`src/design/rcm_map.svh`:
```
// register offsets, field positions, reset values and vectors
// assumes inclusion by bare name from every design file that needs it
`ifndef RCM_MAP_SVH
`define RCM_MAP_SVH

// wishbone word offsets
`define RCM_OFF_MODE      8'h00
`define RCM_OFF_STATUS0   8'h04
`define RCM_OFF_IRQ_MASK  8'h08
`define RCM_OFF_STATE     8'h0C

// mode register fields
`define RCM_MODE_BIT      0
`define RCM_STRAP_BIT     1
`define RCM_CLKMD_LSB     2
`define RCM_CLKMD_MSB     3

// status word zero fields
`define RCM_GLOBAL_IRQ_DISABLE_BIT      9
`define RCM_GLOBAL_IRQ_DISABLE_RST      1'b1

// state register fields
`define RCM_ST_PC_LSB     0
`define RCM_ST_HALT_BIT   16
`define RCM_ST_NMI_BIT    17

// reset values and vectors
`define RCM_PC_RST        16'h0000
`define RCM_NMI_VEC       16'h0024
`define RCM_IRQ_VEC       16'h0002
`define RCM_ROM_WORDS     17'h01000

// synchronised pin positions
`define RCM_PIN_XTAL      0
`define RCM_PIN_DCLK      1
`define RCM_PIN_RST_N     2
`define RCM_PIN_NMI_N     3
`define RCM_PIN_FLOAT_N   4
`define RCM_PIN_BOOT      5
`define RCM_PIN_MD_HI     6
`define RCM_PIN_MD_LO     7
`define RCM_PIN_NUM       8

`endif

```
`src/design/rcm_pkg.sv`:
```
// types shared by the reset and clock mode control block
// assumes nothing of its surroundings
package rcm_pkg;

  typedef enum logic [1:0] {
    RCM_CLK_EXT_DIV2 = 2'b00,
    RCM_CLK_TEST     = 2'b01,
    RCM_CLK_EXT_DIV1 = 2'b10,
    RCM_CLK_OSC_DIV2 = 2'b11
  } rcm_clk_mode_e;

  typedef enum logic [1:0] {
    RCM_ST_RESET = 2'b00,
    RCM_ST_RUN   = 2'b01,
    RCM_ST_TRAP  = 2'b10
  } rcm_state_e;

endpackage : rcm_pkg

```
`src/design/rcm_if.sv`:
```
// carrier between the clock generator and the control core
// assumes both ends run on the one system clock
`timescale 1ns/1ps
`include "rcm_map.svh"

interface rcm_if;
  logic [`RCM_PIN_NUM-1:0] pin_s;
  logic                    pin_rise_xtal;
  logic                    nmi_fall;
  logic                    mach_tick;
  logic                    mco;
  logic                    osc_en;
  logic                    pll_en;
  logic                    xdrv;
  rcm_pkg::rcm_clk_mode_e  clk_mode;

  modport gen  (output pin_s, pin_rise_xtal, nmi_fall, mach_tick, mco,
                output osc_en, pll_en, xdrv, clk_mode);
  modport core (input  pin_s, pin_rise_xtal, nmi_fall, mach_tick, mco,
                input  osc_en, pll_en, xdrv, clk_mode);
endinterface : rcm_if

```
`src/design/rcm_top.sv`:
```
// reset, boot map, interrupt trap, clock mode and timer pulse control
// assumes a classic wishbone master and pins arriving asynchronously
//
// Behaviour
// - nmi traps regardless of disable and mask
// - reset low halts and holds pc zero
// - reset release fetches from address zero
// - strap low maps internal rom
// - strap high sends all fetches external
// - strap sampled in reset, software may override
// - machine clock rises at each cycle start
// - machine clock floats while float pin low
// - mode 00 external clock halved, no pll
// - mode 10 direct clock through pll
// - mode 11 oscillator on, pll off, halved
// - crystal clocking gives half input rate
// - oscillator drive output never floats
// - timer underflow emits a pulse
// - pulse lasts one machine clock period
// - global disable in bit nine, nmi unaffected
`timescale 1ns/1ps
`include "rcm_map.svh"

module rcm_top #(
  parameter int PC_W  = 16,
  parameter int IRQ_N = 4
) (
  input  wire logic             clk_i,
  input  wire logic             rst_i,
  // wishbone slave
  input  wire logic             wb_cyc_i,
  input  wire logic             wb_stb_i,
  input  wire logic             wb_we_i,
  input  wire logic [7:0]       wb_adr_i,
  input  wire logic [3:0]       wb_sel_i,
  input  wire logic [31:0]      wb_dat_i,
  output logic      [31:0]      wb_dat_o,
  output logic                  wb_ack_o,
  // board pins
  input  wire logic             reset_n_pin_i,
  input  wire logic             nonmaskable_irq_n_i,
  input  wire logic             boot_map_select_i,
  input  wire logic             clock_mode_sel_hi_i,
  input  wire logic             clock_mode_sel_lo_i,
  input  wire logic             crystal_in_i,
  input  wire logic             direct_clock_in_i,
  input  wire logic             output_float_n_i,
  output logic                  machine_clock_out_o,
  output logic                  machine_clock_out_oe_n_o,
  output logic                  crystal_drive_out_o,
  output logic                  timer_pulse_out_o,
  output logic                  osc_enable_o,
  output logic                  pll_enable_o,
  // core side
  input  wire logic [IRQ_N-1:0] irq_pending_i,
  input  wire logic             timer_underflow_i,
  output logic      [PC_W-1:0]  fetch_addr_o,
  output logic                  fetch_valid_o,
  output logic                  fetch_external_o,
  output logic                  rom_mapped_o,
  output logic                  cpu_halted_o,
  output logic                  irq_ack_o,
  output logic                  nmi_ack_o
);

  generate
    if (PC_W < 16 || PC_W > 16 || IRQ_N < 1 || IRQ_N > 16) begin : g_chk
      $error("rcm_top: PC_W must be 16 and IRQ_N 1..16");
    end
  endgenerate

  // register fields must fit the 32 bit data bus
  generate
    if (`RCM_ST_NMI_BIT > 31 || `RCM_GLOBAL_IRQ_DISABLE_BIT > 31) begin : g_map_chk
      $error("rcm_top: register field beyond data width");
    end
  endgenerate

  rcm_if cg ();

  rcm_clkgen u_clkgen (
    .clk_i  (clk_i),
    .rst_i  (rst_i),
    .pins_i ({clock_mode_sel_lo_i, clock_mode_sel_hi_i,
              boot_map_select_i, output_float_n_i,
              nonmaskable_irq_n_i, reset_n_pin_i,
              direct_clock_in_i, crystal_in_i}),
    .cg     (cg.gen)
  );

  // register offset decode
  function automatic logic reg_hit(input logic [7:0] adr,
                                   input logic [7:0] off);
    reg_hit = (adr == off);
  endfunction : reg_hit

  logic                   req;
  logic                   wr;
  logic                   ack_r;
  logic [31:0]            rdat_r;
  logic                   mode_r;
  logic                   strap_r;
  logic                   global_irq_disable_r;
  logic [IRQ_N-1:0]       imr_r;
  logic [PC_W-1:0]        pc_r;
  logic [PC_W-1:0]        pc_nxt;
  rcm_pkg::rcm_state_e    state_r;
  rcm_pkg::rcm_state_e    state_nxt;
  logic                   nmi_pend_r;
  logic                   take_nmi_r;
  logic                   fetch_valid_r;
  logic [PC_W-1:0]        fetch_addr_r;
  logic                   fetch_ext_r;
  logic                   irq_ack_r;
  logic                   nmi_ack_r;
  logic                   arm_r;
  logic                   timer_pulse_out_r;
  logic                   mco_r;
  logic                   mco_oe_n_r;
  logic                   in_reset;
  logic                   irq_go;
  logic                   tick;
  logic                   global_irq_disable_wr;
  logic                   run_tick;
  logic                   trap_tick;

  // machine cycle boundaries in run and trap states
  assign run_tick  = tick && state_r == rcm_pkg::RCM_ST_RUN;
  assign trap_tick = tick && state_r == rcm_pkg::RCM_ST_TRAP;

  assign tick     = cg.mach_tick;
  assign in_reset = ~cg.pin_s[`RCM_PIN_RST_N];
  assign req      = wb_cyc_i & wb_stb_i;
  assign wr       = req & wb_we_i & ~ack_r;
  assign global_irq_disable_wr  = wr & reg_hit(wb_adr_i, `RCM_OFF_STATUS0) & wb_sel_i[1];

  // maskable gated by bit nine and mask only
  assign irq_go   = ~global_irq_disable_r & |(irq_pending_i & imr_r);

  // wishbone acknowledge, one wait state
  always_ff @(posedge clk_i) begin
    if (rst_i) ack_r <= 1'b0;
    else       ack_r <= req & ~ack_r;
  end

  // read data capture
  always_ff @(posedge clk_i) begin
    if (rst_i) begin
      rdat_r <= 32'h0000_0000;
    end else if (req & ~ack_r) begin
      rdat_r <= 32'h0000_0000;
      if (reg_hit(wb_adr_i, `RCM_OFF_MODE)) begin
        rdat_r[`RCM_MODE_BIT]                    <= mode_r;
        rdat_r[`RCM_STRAP_BIT]                   <= strap_r;
        rdat_r[`RCM_CLKMD_MSB:`RCM_CLKMD_LSB]    <= cg.clk_mode;
      end else if (reg_hit(wb_adr_i, `RCM_OFF_STATUS0)) begin
        rdat_r[`RCM_GLOBAL_IRQ_DISABLE_BIT]                    <= global_irq_disable_r;
      end else if (reg_hit(wb_adr_i, `RCM_OFF_IRQ_MASK)) begin
        rdat_r[IRQ_N-1:0]                        <= imr_r;
      end else if (reg_hit(wb_adr_i, `RCM_OFF_STATE)) begin
        rdat_r[`RCM_ST_PC_LSB+PC_W-1:`RCM_ST_PC_LSB] <= pc_r;
        rdat_r[`RCM_ST_HALT_BIT]                 <= in_reset;
        rdat_r[`RCM_ST_NMI_BIT]                  <= nmi_pend_r;
      end
    end
  end

  always_ff @(posedge clk_i) begin
    if (rst_i) begin
      mode_r  <= 1'b0;
      strap_r <= 1'b0;
    end else if (in_reset) begin
      mode_r  <= cg.pin_s[`RCM_PIN_BOOT];
      strap_r <= cg.pin_s[`RCM_PIN_BOOT];
    end else if (wr & reg_hit(wb_adr_i, `RCM_OFF_MODE) & wb_sel_i[0]) begin
      mode_r  <= wb_dat_i[`RCM_MODE_BIT];
    end
  end

  // global disable: hardware set on maskable trap wins over clear
  always_ff @(posedge clk_i) begin
    if (rst_i || in_reset) begin
      global_irq_disable_r <= `RCM_GLOBAL_IRQ_DISABLE_RST;
    end else if (state_r == rcm_pkg::RCM_ST_TRAP && tick && !take_nmi_r) begin
      global_irq_disable_r <= 1'b1;
    end else if (global_irq_disable_wr) begin
      global_irq_disable_r <= wb_dat_i[`RCM_GLOBAL_IRQ_DISABLE_BIT];
    end
  end

  // interrupt mask register
  always_ff @(posedge clk_i) begin
    if (rst_i) begin
      imr_r <= '0;
    end else if (wr & reg_hit(wb_adr_i, `RCM_OFF_IRQ_MASK)) begin
      imr_r <= wb_dat_i[IRQ_N-1:0];
    end
  end

  // nmi latch from synchronised falling edge
  always_ff @(posedge clk_i) begin
    if (rst_i || in_reset) begin
      nmi_pend_r <= 1'b0;
    end else if (cg.nmi_fall) begin
      nmi_pend_r <= 1'b1;
    end else if (run_tick) begin
      nmi_pend_r <= 1'b0;
    end
  end

  // trap kind chosen when leaving run
  always_ff @(posedge clk_i) begin
    if (rst_i) begin
      take_nmi_r <= 1'b0;
    end else if (run_tick) begin
      take_nmi_r <= nmi_pend_r;
    end
  end

  // sequencer next state and pc
  always_comb begin
    state_nxt = state_r;
    pc_nxt    = pc_r;
    case (state_r)
      rcm_pkg::RCM_ST_RESET: begin
        pc_nxt = `RCM_PC_RST;
        if (!in_reset) state_nxt = rcm_pkg::RCM_ST_RUN;
      end
      rcm_pkg::RCM_ST_RUN: begin
        if (tick) begin
          if (nmi_pend_r || irq_go) begin
            state_nxt = rcm_pkg::RCM_ST_TRAP;
          end else begin
            pc_nxt = pc_r + 16'h0001;
          end
        end
      end
      rcm_pkg::RCM_ST_TRAP: begin
        if (tick) begin
          pc_nxt    = take_nmi_r ? `RCM_NMI_VEC : `RCM_IRQ_VEC;
          state_nxt = rcm_pkg::RCM_ST_RUN;
        end
      end
      default: begin
        state_nxt = rcm_pkg::RCM_ST_RESET;
        pc_nxt    = `RCM_PC_RST;
      end
    endcase
    if (in_reset) begin
      state_nxt = rcm_pkg::RCM_ST_RESET;
      pc_nxt    = `RCM_PC_RST;
    end
  end

  // sequencer registers
  always_ff @(posedge clk_i) begin
    if (rst_i) begin
      state_r <= rcm_pkg::RCM_ST_RESET;
      pc_r    <= `RCM_PC_RST;
    end else begin
      state_r <= state_nxt;
      pc_r    <= pc_nxt;
    end
  end

  // fetch strobe, address and routing
  always_ff @(posedge clk_i) begin
    if (rst_i || in_reset) begin
      fetch_valid_r <= 1'b0;
      fetch_addr_r  <= `RCM_PC_RST;
      fetch_ext_r   <= 1'b0;
    end else begin
      fetch_valid_r <= tick && state_r == rcm_pkg::RCM_ST_RUN &&
                       !nmi_pend_r && !irq_go;
      if (tick && state_r == rcm_pkg::RCM_ST_RUN) begin
        fetch_addr_r <= pc_r;
        fetch_ext_r  <= mode_r | ({1'b0, pc_r} >= `RCM_ROM_WORDS);
      end
    end
  end

  // interrupt acknowledge pulses
  always_ff @(posedge clk_i) begin
    if (rst_i || in_reset) begin
      irq_ack_r <= 1'b0;
      nmi_ack_r <= 1'b0;
    end else begin
      irq_ack_r <= trap_tick && !take_nmi_r;
      nmi_ack_r <= trap_tick && take_nmi_r;
    end
  end

  always_ff @(posedge clk_i) begin
    if (rst_i || in_reset) arm_r <= 1'b0;
    else                   arm_r <= timer_underflow_i | (arm_r & ~tick);
  end

  always_ff @(posedge clk_i) begin
    if (rst_i || in_reset) timer_pulse_out_r <= 1'b0;
    else if (tick)         timer_pulse_out_r <= arm_r;
  end

  // machine clock rises with each cycle
  always_ff @(posedge clk_i) begin
    if (rst_i) begin
      mco_r      <= 1'b0;
      mco_oe_n_r <= 1'b1;
    end else begin
      mco_r      <= cg.mco;
      mco_oe_n_r <= ~cg.pin_s[`RCM_PIN_FLOAT_N];
    end
  end

  assign wb_ack_o                 = ack_r;
  assign wb_dat_o                 = rdat_r;
  assign machine_clock_out_o      = mco_r;
  assign machine_clock_out_oe_n_o = mco_oe_n_r;
  assign crystal_drive_out_o      = cg.xdrv;
  assign timer_pulse_out_o        = timer_pulse_out_r;
  assign osc_enable_o             = cg.osc_en;
  assign pll_enable_o             = cg.pll_en;
  assign fetch_addr_o             = fetch_addr_r;
  assign fetch_valid_o            = fetch_valid_r;
  assign fetch_external_o         = fetch_ext_r;
  assign rom_mapped_o             = ~mode_r;
  assign cpu_halted_o             = state_r == rcm_pkg::RCM_ST_RESET;
  assign irq_ack_o                = irq_ack_r;
  assign nmi_ack_o                = nmi_ack_r;

endmodule : rcm_top

```
`src/design/rcm_clkgen.sv`:
```
// pin synchronisers and machine clock generation
// assumes clk_i is much faster than crystal_in and direct_clock_in
`timescale 1ns/1ps
`include "rcm_map.svh"

module rcm_clkgen (
  input  wire logic           clk_i,
  input  wire logic           rst_i,
  input  wire logic [`RCM_PIN_NUM-1:0] pins_i,
  rcm_if.gen                  cg
);

  logic [`RCM_PIN_NUM-1:0] s1_r;
  logic [`RCM_PIN_NUM-1:0] s2_r;
  logic [`RCM_PIN_NUM-1:0] s3_r;
  logic                    phase_r;
  logic                    mco_r;
  logic                    tick_r;
  logic                    xdrv_r;
  logic                    xr;
  logic                    dr;
  logic                    df;
  rcm_pkg::rcm_clk_mode_e  mode;

  genvar g;
  generate
    for (g = 0; g < `RCM_PIN_NUM; g = g + 1) begin : g_sync
      always_ff @(posedge clk_i) begin
        s1_r[g] <= pins_i[g];
        s2_r[g] <= s1_r[g];
        s3_r[g] <= s2_r[g];
      end
    end
  endgenerate

  assign mode = rcm_pkg::rcm_clk_mode_e'({s2_r[`RCM_PIN_MD_HI],
                                          s2_r[`RCM_PIN_MD_LO]});
  assign xr   = s2_r[`RCM_PIN_XTAL] & ~s3_r[`RCM_PIN_XTAL];
  assign dr   = s2_r[`RCM_PIN_DCLK] & ~s3_r[`RCM_PIN_DCLK];
  assign df   = ~s2_r[`RCM_PIN_DCLK] & s3_r[`RCM_PIN_DCLK];

  always_ff @(posedge clk_i) begin
    tick_r <= 1'b0;
    if (rst_i) begin
      phase_r <= 1'b0;
      mco_r   <= 1'b0;
    end else begin
      case (mode)
        rcm_pkg::RCM_CLK_EXT_DIV2, rcm_pkg::RCM_CLK_OSC_DIV2: begin
          if (xr) begin
            phase_r <= ~phase_r;
            mco_r   <= ~phase_r;
            tick_r  <= ~phase_r;
          end
        end
        rcm_pkg::RCM_CLK_EXT_DIV1: begin
          if (dr) begin
            mco_r  <= 1'b1;
            tick_r <= 1'b1;
          end else if (df) begin
            mco_r  <= 1'b0;
          end
        end
        default: begin
          mco_r   <= 1'b0;
          phase_r <= 1'b0;
        end
      endcase
    end
  end

  always_ff @(posedge clk_i) begin
    if (rst_i) xdrv_r <= 1'b0;
    else       xdrv_r <= (mode == rcm_pkg::RCM_CLK_OSC_DIV2) &
                         ~s2_r[`RCM_PIN_XTAL];
  end

  assign cg.pin_s         = s2_r;
  assign cg.pin_rise_xtal = xr;
  assign cg.nmi_fall      = ~s2_r[`RCM_PIN_NMI_N] & s3_r[`RCM_PIN_NMI_N];
  assign cg.mach_tick     = tick_r;
  assign cg.mco           = mco_r;
  assign cg.osc_en        = (mode == rcm_pkg::RCM_CLK_OSC_DIV2);
  assign cg.pll_en        = (mode == rcm_pkg::RCM_CLK_EXT_DIV1);
  assign cg.xdrv          = xdrv_r;
  assign cg.clk_mode      = mode;

endmodule : rcm_clkgen

```
`config.mk`:
```
export PLATFORM = sky130hd
export DESIGN_NAME = rcm_top
export DESIGN_NICKNAME = d
export VERILOG_FILES = /design/src/design/rcm_pkg.sv /design/src/design/rcm_if.sv /design/src/design/rcm_top.sv /design/src/design/rcm_clkgen.sv
export VERILOG_INCLUDE_DIRS = /design/src /design/src/design
export SDC_FILE = /design/constraint.sdc
export NUM_CORES = 1
export LEC_CHECK = 0
export BUFFER_PORTS_ARGS = -buffer_cell sky130_fd_sc_hd__buf_2
export CAP_MARGIN = 20
export CORE_MARGIN = 2
export CORE_UTILIZATION = 45
export CTS_CLUSTER_SIZE = 14
export DETAILED_ROUTE_END_ITERATION = 10
export GPL_ROUTABILITY_DRIVEN = 0
export HOLD_SLACK_MARGIN = 0.12
export PLACE_DENSITY = 0.82
export SYNTH_ARGS = -nofsm -noshare
export SYNTH_HDL_FRONTEND = slang
export SYNTH_SLANG_ARGS = --single-unit
```
`constraint.sdc`:
```
create_clock -name clk_i -period 2 [get_ports clk_i]
set_input_delay 0.3 -clock clk_i [delete_from_list [all_inputs] [get_ports clk_i]]
set_output_delay 0.3 -clock clk_i [all_outputs]
set_load 0.01 [all_outputs]
```
==> results of run 1 <==
what timing repair did:
item                                   in CTS  in global routing
endpoints found under the hold margin       8                  0
hold buffers                                8                  0
setup endpoints to repair                   0                  8
resized for setup                           0                  3
path summary, 6_finish.rpt:
kind                           from              endpoint  slack, ns
hold reg to reg    u_clkgen.s1_r[3]  u_clkgen.cg.pin_s[3]       0.34
hold / removal    timer_underflow_i                 arm_r       0.14
setup reg to reg         state_r[1]               pc_r[2]       0.13
setup / recovery         state_r[1]               pc_r[2]       0.13
cells in the mapped netlist (2+ instances only):
| cell type | count | area [µm²] |
|---|---|---|
| dfxtp_1 | 93 | 1860 |
| nand2_1 | 49 | 184 |
| nor2_1 | 47 | 176 |
| a21oi_1 | 34 | 170 |
| clkbuf_1 | 23 | 86.3 |
| a22oi_1 | 22 | 165 |
| buf_4 | 15 | 113 |
| inv_1 | 13 | 48.8 |
| ha_1 | 10 | 125 |
| mux2i_1 | 10 | 100 |
| o21ai_0 | 10 | 50.1 |
| o211ai_1 | 9 | 67.6 |
| nand3_1 | 6 | 30.0 |
| nor3_1 | 6 | 30.0 |
| o31ai_1 | 6 | 45.0 |
| a22o_1 | 5 | 43.8 |
| a31oi_1 | 5 | 31.3 |
| and3_1 | 5 | 31.3 |
| nand2b_1 | 5 | 31.3 |
| a211oi_1 | 4 | 30.0 |
| mux2_2 | 4 | 45.0 |
| nand4_1 | 4 | 25.0 |
| nor2b_1 | 3 | 18.8 |
| nand4b_1 | 2 | 17.5 |
| nor4_1 | 2 | 12.5 |
| o41ai_1 | 2 | 17.5 |
| or3b_1 | 2 | 17.5 |
| xor2_1 | 2 | 17.5 |
routing by layer:
| metal | up-vias | part of all wire, % | GRT usage, % | wire length [µm] |
|---|---|---|---|---|
| met3 | 12 | 5.8 | 3.56 | 545 |
| met1 | 1573 | 42 | 26.4 | 3990 |
| li1 | 1607 | - | - | - |
| met2 | 114 | 50 | 37.0 | 4710 |
| met5 | - | 0 | 0 | 0 |
| met4 | 0 | 1.6 | 8.69 | 155 |
per-stage QoR:
step	std cells	power (µW)
global route	617	3520
floorplan	431	2090
detailed placement	593	2160
finish	617	3380
CTS	617	3400
global placement	593	2150
report_power, final:
| part | total, µW | switching, µW | internal (µW) |
|---|---|---|---|
| registers | 1910 | 21.1 | 1880 |
| logic | 230 | 134 | 95.7 |
| clock network | 1250 | 752 | 497 |
| total | 3380 | 907 | 2480 |
area by class of cell:
type                            count  area share (%)
Sequential cell                    93            40.9
Multi-Input combinational cell    284            37.1
Clock buffer                        9            2.72
Clock inverter                      7            1.73
Tap cell                          105            2.88
Inverter                           13            1.07
Timing Repair Buffer              106            13.6
critical path, cell delays in order, from the launching register on:
cell	delay (ns)
dfxtp_2	0.36
inv_1	0.06
ha_1	0.22
o21ba_1	0.21
a21oi_1	0.15
nand2_1	0.12
buf_4	0.16
or3b_1	0.37
a21oi_1	0.14
logic make-up (layout without fill, tap and decap cells):
family / Yosys count / count (layout) / share of synthesized area, %
AOI/OAI and AO/OA: 102 / 102 / 17.7
xor gates and xnor gates: 2 / 2 / 0.465
adders and majority gates: 10 / 10 / 3.32
buffers and inverters: 54 / 135 / 7.14
DFF: 93 / 93 / 49.4
muxes: 14 / 14 / 3.85
other: 1 / 14 / 0.0995
and+or+nand+nor: 142 / 142 / 18.1
registers in the layout, summed over array words and instances, names as in the netlist, 2 cells and up:
name,count
state_r,2
u_clkgen.s1_r,8
u_clkgen.cg.pin_s,6
u_clkgen.cg.clk_mode,2
fetch_addr_o,16
wb_dat_o,18
pc_r,16
imr_r,4
u_clkgen.s3_r,3
==> results by group, run 1 <==
Outcome
  – Outcome: finished clean

Finish
  – Layout Nets: 579
  – Antenna Cells: 0
  – Filler cell count: 740
  – Most frequent cells in the layout: dfxtp_1 (91), buf_2 (79), nand2_1 (49), nor2_1 (47), a21oi_1 (34)
  – Multi-input gate area: 1690 µm²
  – Share of post-route cells with drive strength above 1: 24.8%
  – Design area: 4560 µm²
  – Area delta synth->final: 20.9%
  – Core Util, Final: 55.8%
  – Most common cell after layout, fill and taps aside: dfxtp_1
  – Storage element area: 1860 µm²

Placed design
  – Post-Place Worst Slack: 0.0284 ns
  – Hpwl dp: 6680 µm
  – I/O Buffers: 79
  – Placed Area: 4270 µm²

Clocking
  – H-tree Lvls: 3
  – Clk pin slew, worst setup/hold paths: 0.10 ns
  – Buffer depth of the longest clock path: 2
  – CTS tree: done
  – Post-CTS setup buffers: 0
  – Num CTS Buffers: 9
  – CTS Sinks: 93
  – CTS root buffer: clkbuf_8
  – Later-pin clock latency in the skew report: 0.37 ns

Route
  – Vias: 3,306
  – Pre-antenna DRT Iters: 5
  – Final ANT Viol Nets: 0
  – Final wirelength: 9400 µm
  – 1st-iter DRT viols: 238
  – DRC viols: 0
  – DR WL/cell: 15.2 µm
  – Vias per cell: 5.36

Synthesis
  – Cell area after synthesis: 3770 µm²
  – Sequential area share after synthesis: 49.4%
  – Number of synthesized flops with an enable pin: 0
  – Yosys cell types: 48
  – Avg Inst Size Synth: 9.02 µm²
  – #FFs+latches synth: 93
  – Top_reg_cell synth: dfxtp_1
  – Cells after synthesis: 418
  – Warnings, synthesis: 0
  – Synth async-reset ratio: 0%

STA
  – Fin. Hold Viols: 0
  – Final Cycle Share: 93.4%
  – Final worst slack: 0.133 ns
  – Final setup TNS: 0 ns
  – Hold Slack: 0.142 ns
  – Unrepaired setup endpoints after global routing: no
  – Final Skew: 0.0103 ns
  – Tmin final: 1.87 ns
  – Final setup viols: 0
  – Peak Freq: 535 MHz
  – Max Slew Vio Count: 0

Floorplan
  – Height of the die: 95.5 µm
  – I/O pin count: 123
  – Die W: 95.5 µm
  – Initial core utilization: 46.1%
  – Core Box Area: 8180 µm²
  – Die ar.: 9130 µm²
  – Cell Rows: 33

Global route
  – Antenna violations before repair: 0
  – GRT Util Overall: 21.4%
  – Final global-route overflow total: 0
  – First-pass GRT wire length: 15,100 µm
  – Pin count of the biggest net entering global routing: 33
  – Vias in the first global route: 3,116

Hold path
  – Hold Path Class: in2reg
  – Hold Path Stages: 3

Critical path
  – CP Class: reg2reg
  – Critical Path End Type: register
  – Worst-path maximum fanout: 5
  – CP startpoint kind: register
  – Worst Path Arrival: 2.16 ns
  – Reg2reg path depth: 8
  – Critical Path RT: 2.30 ns

Pwr
  – Peak VDD IR: 0.000500 V
  – Pwr Density: 742 nW/µm²
  – Leak: 0.00191 µW

Flow run
  – Max-Cap Viols: 0
Note: power is estimated with default switching activity, not from simulation.
==> inputs of run 2 (changes only) <==
CORE_ASPECT_RATIO = 1.2   (was unset)
==> run 2 against run 1 <==
Compared with the run above:
- count of clock-buffer cells in the layout increased by 2
- sequential share of layout area is 0.072 points lower
- sequential power about the same
- setup slack worse by 0.022 ns
- final cell count fell by 1.9%
- non-clock buffer count is 2 lower
- first-iteration DRC count is 29% higher
- die area about the same
- fmax decreased by 1.2%
- highest routed layer unchanged
- via count is 0.91% higher
- combinational power barely moved
- utilization is 0.53 points higher
==> results by group, run 2 (same netlist as run 1, synthesis figures left out) <==
Route
  – Final wirelength: 9030 µm (-3.9%)
  – 1st-iter DRT viols: 306 (+29%)
  – Vias per cell: 5.51 (+2.9%)
  – DR WL/cell: 14.9 µm (-2.0%)
  – DRC viols: 0 (unchanged)
  – Vias: 3,336 (+0.91%)
  – Final ANT Viol Nets: 0 (unchanged)
  – Pre-antenna DRT Iters: 6 (+1)

Critical path
  – Critical Path End Type: register
  – Worst-path maximum fanout: 4 (-1)
  – Cells along the critical path: inv_1 > ha_1 > o21ba_1 > a21oi_2 > nand2_1 > buf_4 > or3b_1 > a21oi_1
  – Crit path max-delay cell type: dfxtp_1
  – Critical path launch point: state_r[0]
  – Reg-to-reg slack, setup: 0.11 ns (-0.02 ns)
  – Max incr delay on CP: 0.42 ns (+0.05 ns)
  – Crit path to: pc_r[1]
  – Reg2reg path depth: 8 (unchanged)
  – Critical Path RT: 2.29 ns (about the same)
  – Reg-to-reg startpoint: state_r[0]
  – Worst Path Arrival: 2.18 ns (+0.02 ns)
  – CP Class: reg2reg
  – Worst R2R End: pc_r[1]
  – CP startpoint kind: register

Clocking
  – CTS root buffer: clkbuf_8
  – CTS Sinks: 93 (unchanged)
  – Buffer depth of the longest clock path: 2 (unchanged)
  – CTS tree: done
  – Post-CTS setup buffers: 0 (unchanged)
  – Num CTS Buffers: 9 (unchanged)
  – H-tree Lvls: 3 (unchanged)
  – Later-pin clock latency in the skew report: 0.36 ns (about the same)
  – Clk pin slew, worst setup/hold paths: 0.09 ns (about the same)

Pwr
  – Leak: 0.00190 µW (-0.33%)
  – Power Total: 3520 µW (+4.0%)
  – Pwr Density: 772 nW/µm² (+3.9%)
  – Peak VDD IR: 0.000503 V (+0.43%)

Placed design
  – Hpwl dp: 6430 µm (-3.7%)
  – I/O Buffers: 79 (unchanged)
  – Placed Area: 4240 µm² (-0.64%)

Finish
  – Layout Nets: 577 (-0.35%)
  – Share of post-route cells with drive strength above 1: 24.3% (-0.49 points)
  – Design area: 4560 µm² (+0.11%)
  – Core Util, Final: 56.3% (+0.53 points)
  – Antenna Cells: 0 (unchanged)
  – Most common cell after layout, fill and taps aside: dfxtp_1
  – Max FFs per register: 18 (unchanged)
  – Area delta synth->final: 21.0%
  – Most frequent cells in the layout: dfxtp_1 (92), buf_2 (79), nand2_1 (49), nor2_1 (47), a21oi_1 (33)

Floorplan
  – I/O pin count: 123 (unchanged)
  – Initial core utilization: 46.5% (+0.38 points)
  – Cell Rows: 36 (+9.1%)
  – Height of the die: 104 µm (+9.1%)
  – Die W: 87.6 µm (-8.3%)
  – Core Box Area: 8110 µm² (-0.83%)
  – Die ar.: 9130 µm² (about the same)

STA
  – Peak Freq: 529 MHz (-1.2%)
  – Final Skew: 0.00767 ns (-0.00260 ns)
  – Final Cycle Share: 94.5% (+1.1 points)
  – Final setup viols: 0 (unchanged)
  – Rel. slew slack: 65.7%
  – Max Slew Vio Count: 0 (unchanged)
  – Fin. Hold Viols: 0 (unchanged)
  – Tmin final: 1.89 ns (+0.0220 ns)
  – Slew at the pin closest to its max-slew limit: 0.510 ns

Global route
  – Pin count of the biggest net entering global routing: 22 (-33%)
  – GRT Util Overall: 20.1% (-1.3 points)
  – Antenna violations before repair: 0 (unchanged)
  – Final global-route overflow total: 0 (unchanged)
  – First-pass GRT wire length: 14,700 µm (-2.4%)
  – Vias in the first global route: 3,188 (+2.3%)

Hold path
  – Worst hold start: wb_dat_i[1]
  – Hold Path Stages: 3 (unchanged)
  – Hold Path Class: in2reg

Outcome
  – Outcome: finished clean

Flow run
  – Max-Cap Viols: 0 (unchanged)
==> run 2: changes by cell type in the layout (fill, tap and decap cells not counted), moves of 2 or more <==
cell	delta
buf_4	-2
bufinv_16	+2
clkinv_8	-2
clkinvlp_4	+2
inv_6	-3
==> run 2: cell type report <==
cell class / count / area [µm²]
timing repair buffer: 104 / 603
clock inverter: 5 / 83.8
tap: 95 / 119
multi-input combinational: 284 / 1700
sequential: 93 / 1860
clock buffer: 11 / 141
fill: 741 / 3540
inverter: 13 / 48.8
==> run 2: critical path, delay by kind of cell, from the launching register on <==
family / cells / cell delay [ns]
flip-flops: 1 / 0.42
AO/OA/AOI/OAI: 3 / 0.48
buffers and inverters: 2 / 0.25
AND/OR/NAND/NOR: 2 / 0.46
adder cells (fa/ha/maj): 1 / 0.22
==> run 2: report_power, final <==
part           internal [µW]  switching, µW  total [µW]
clock                    740            647        1390
combinational           94.5            133         227
sequential              1880           22.0        1910
==> run 2: how the worst min path moves through the flow <==
stage | endpoint
floorplan | u_clkgen.cg.clk_mode[0]
global placement | u_clkgen.cg.clk_mode[0]
detailed placement | u_clkgen.cg.pin_s[2]
CTS | imr_r[2]
global route | arm_r
finish | imr_r[1]
==> run 2: timing repair <==
item / in CTS / in global routing
hold endpoints to repair: 8 / 0
hold buffers: 8 / 0
gates resized for setup: 1 / 3
endpoints found under the setup margin: 3 / 6
==> run 2: stage by stage <==
| step | setup WS (ns) | hold slack [ns] | TNS (ns) | std cells |
|---|---|---|---|---|
| 5_1_grt | -0.0146 | 0.181 | -0.0146 | 605 |
| 3_5_place_dp | 0.0415 | 0.312 | 0 | 581 |
| 3_3_place_gp | 0.0896 | 0.310 | 0 | 581 |
| 4_1_cts | 0.0441 | 0.170 | 0 | 605 |
| 6_report | 0.111 | 0.177 | 0 | 605 |
| 2_1_floorplan | 0.0791 | 0.310 | 0 | 431 |
==> run 2: metal layers <==
metal,GRT usage (%),wire length (µm)
met1,23.9,3700
met2,34.9,4590
met3,4.44,590
met4,7.03,150
met5,0,0
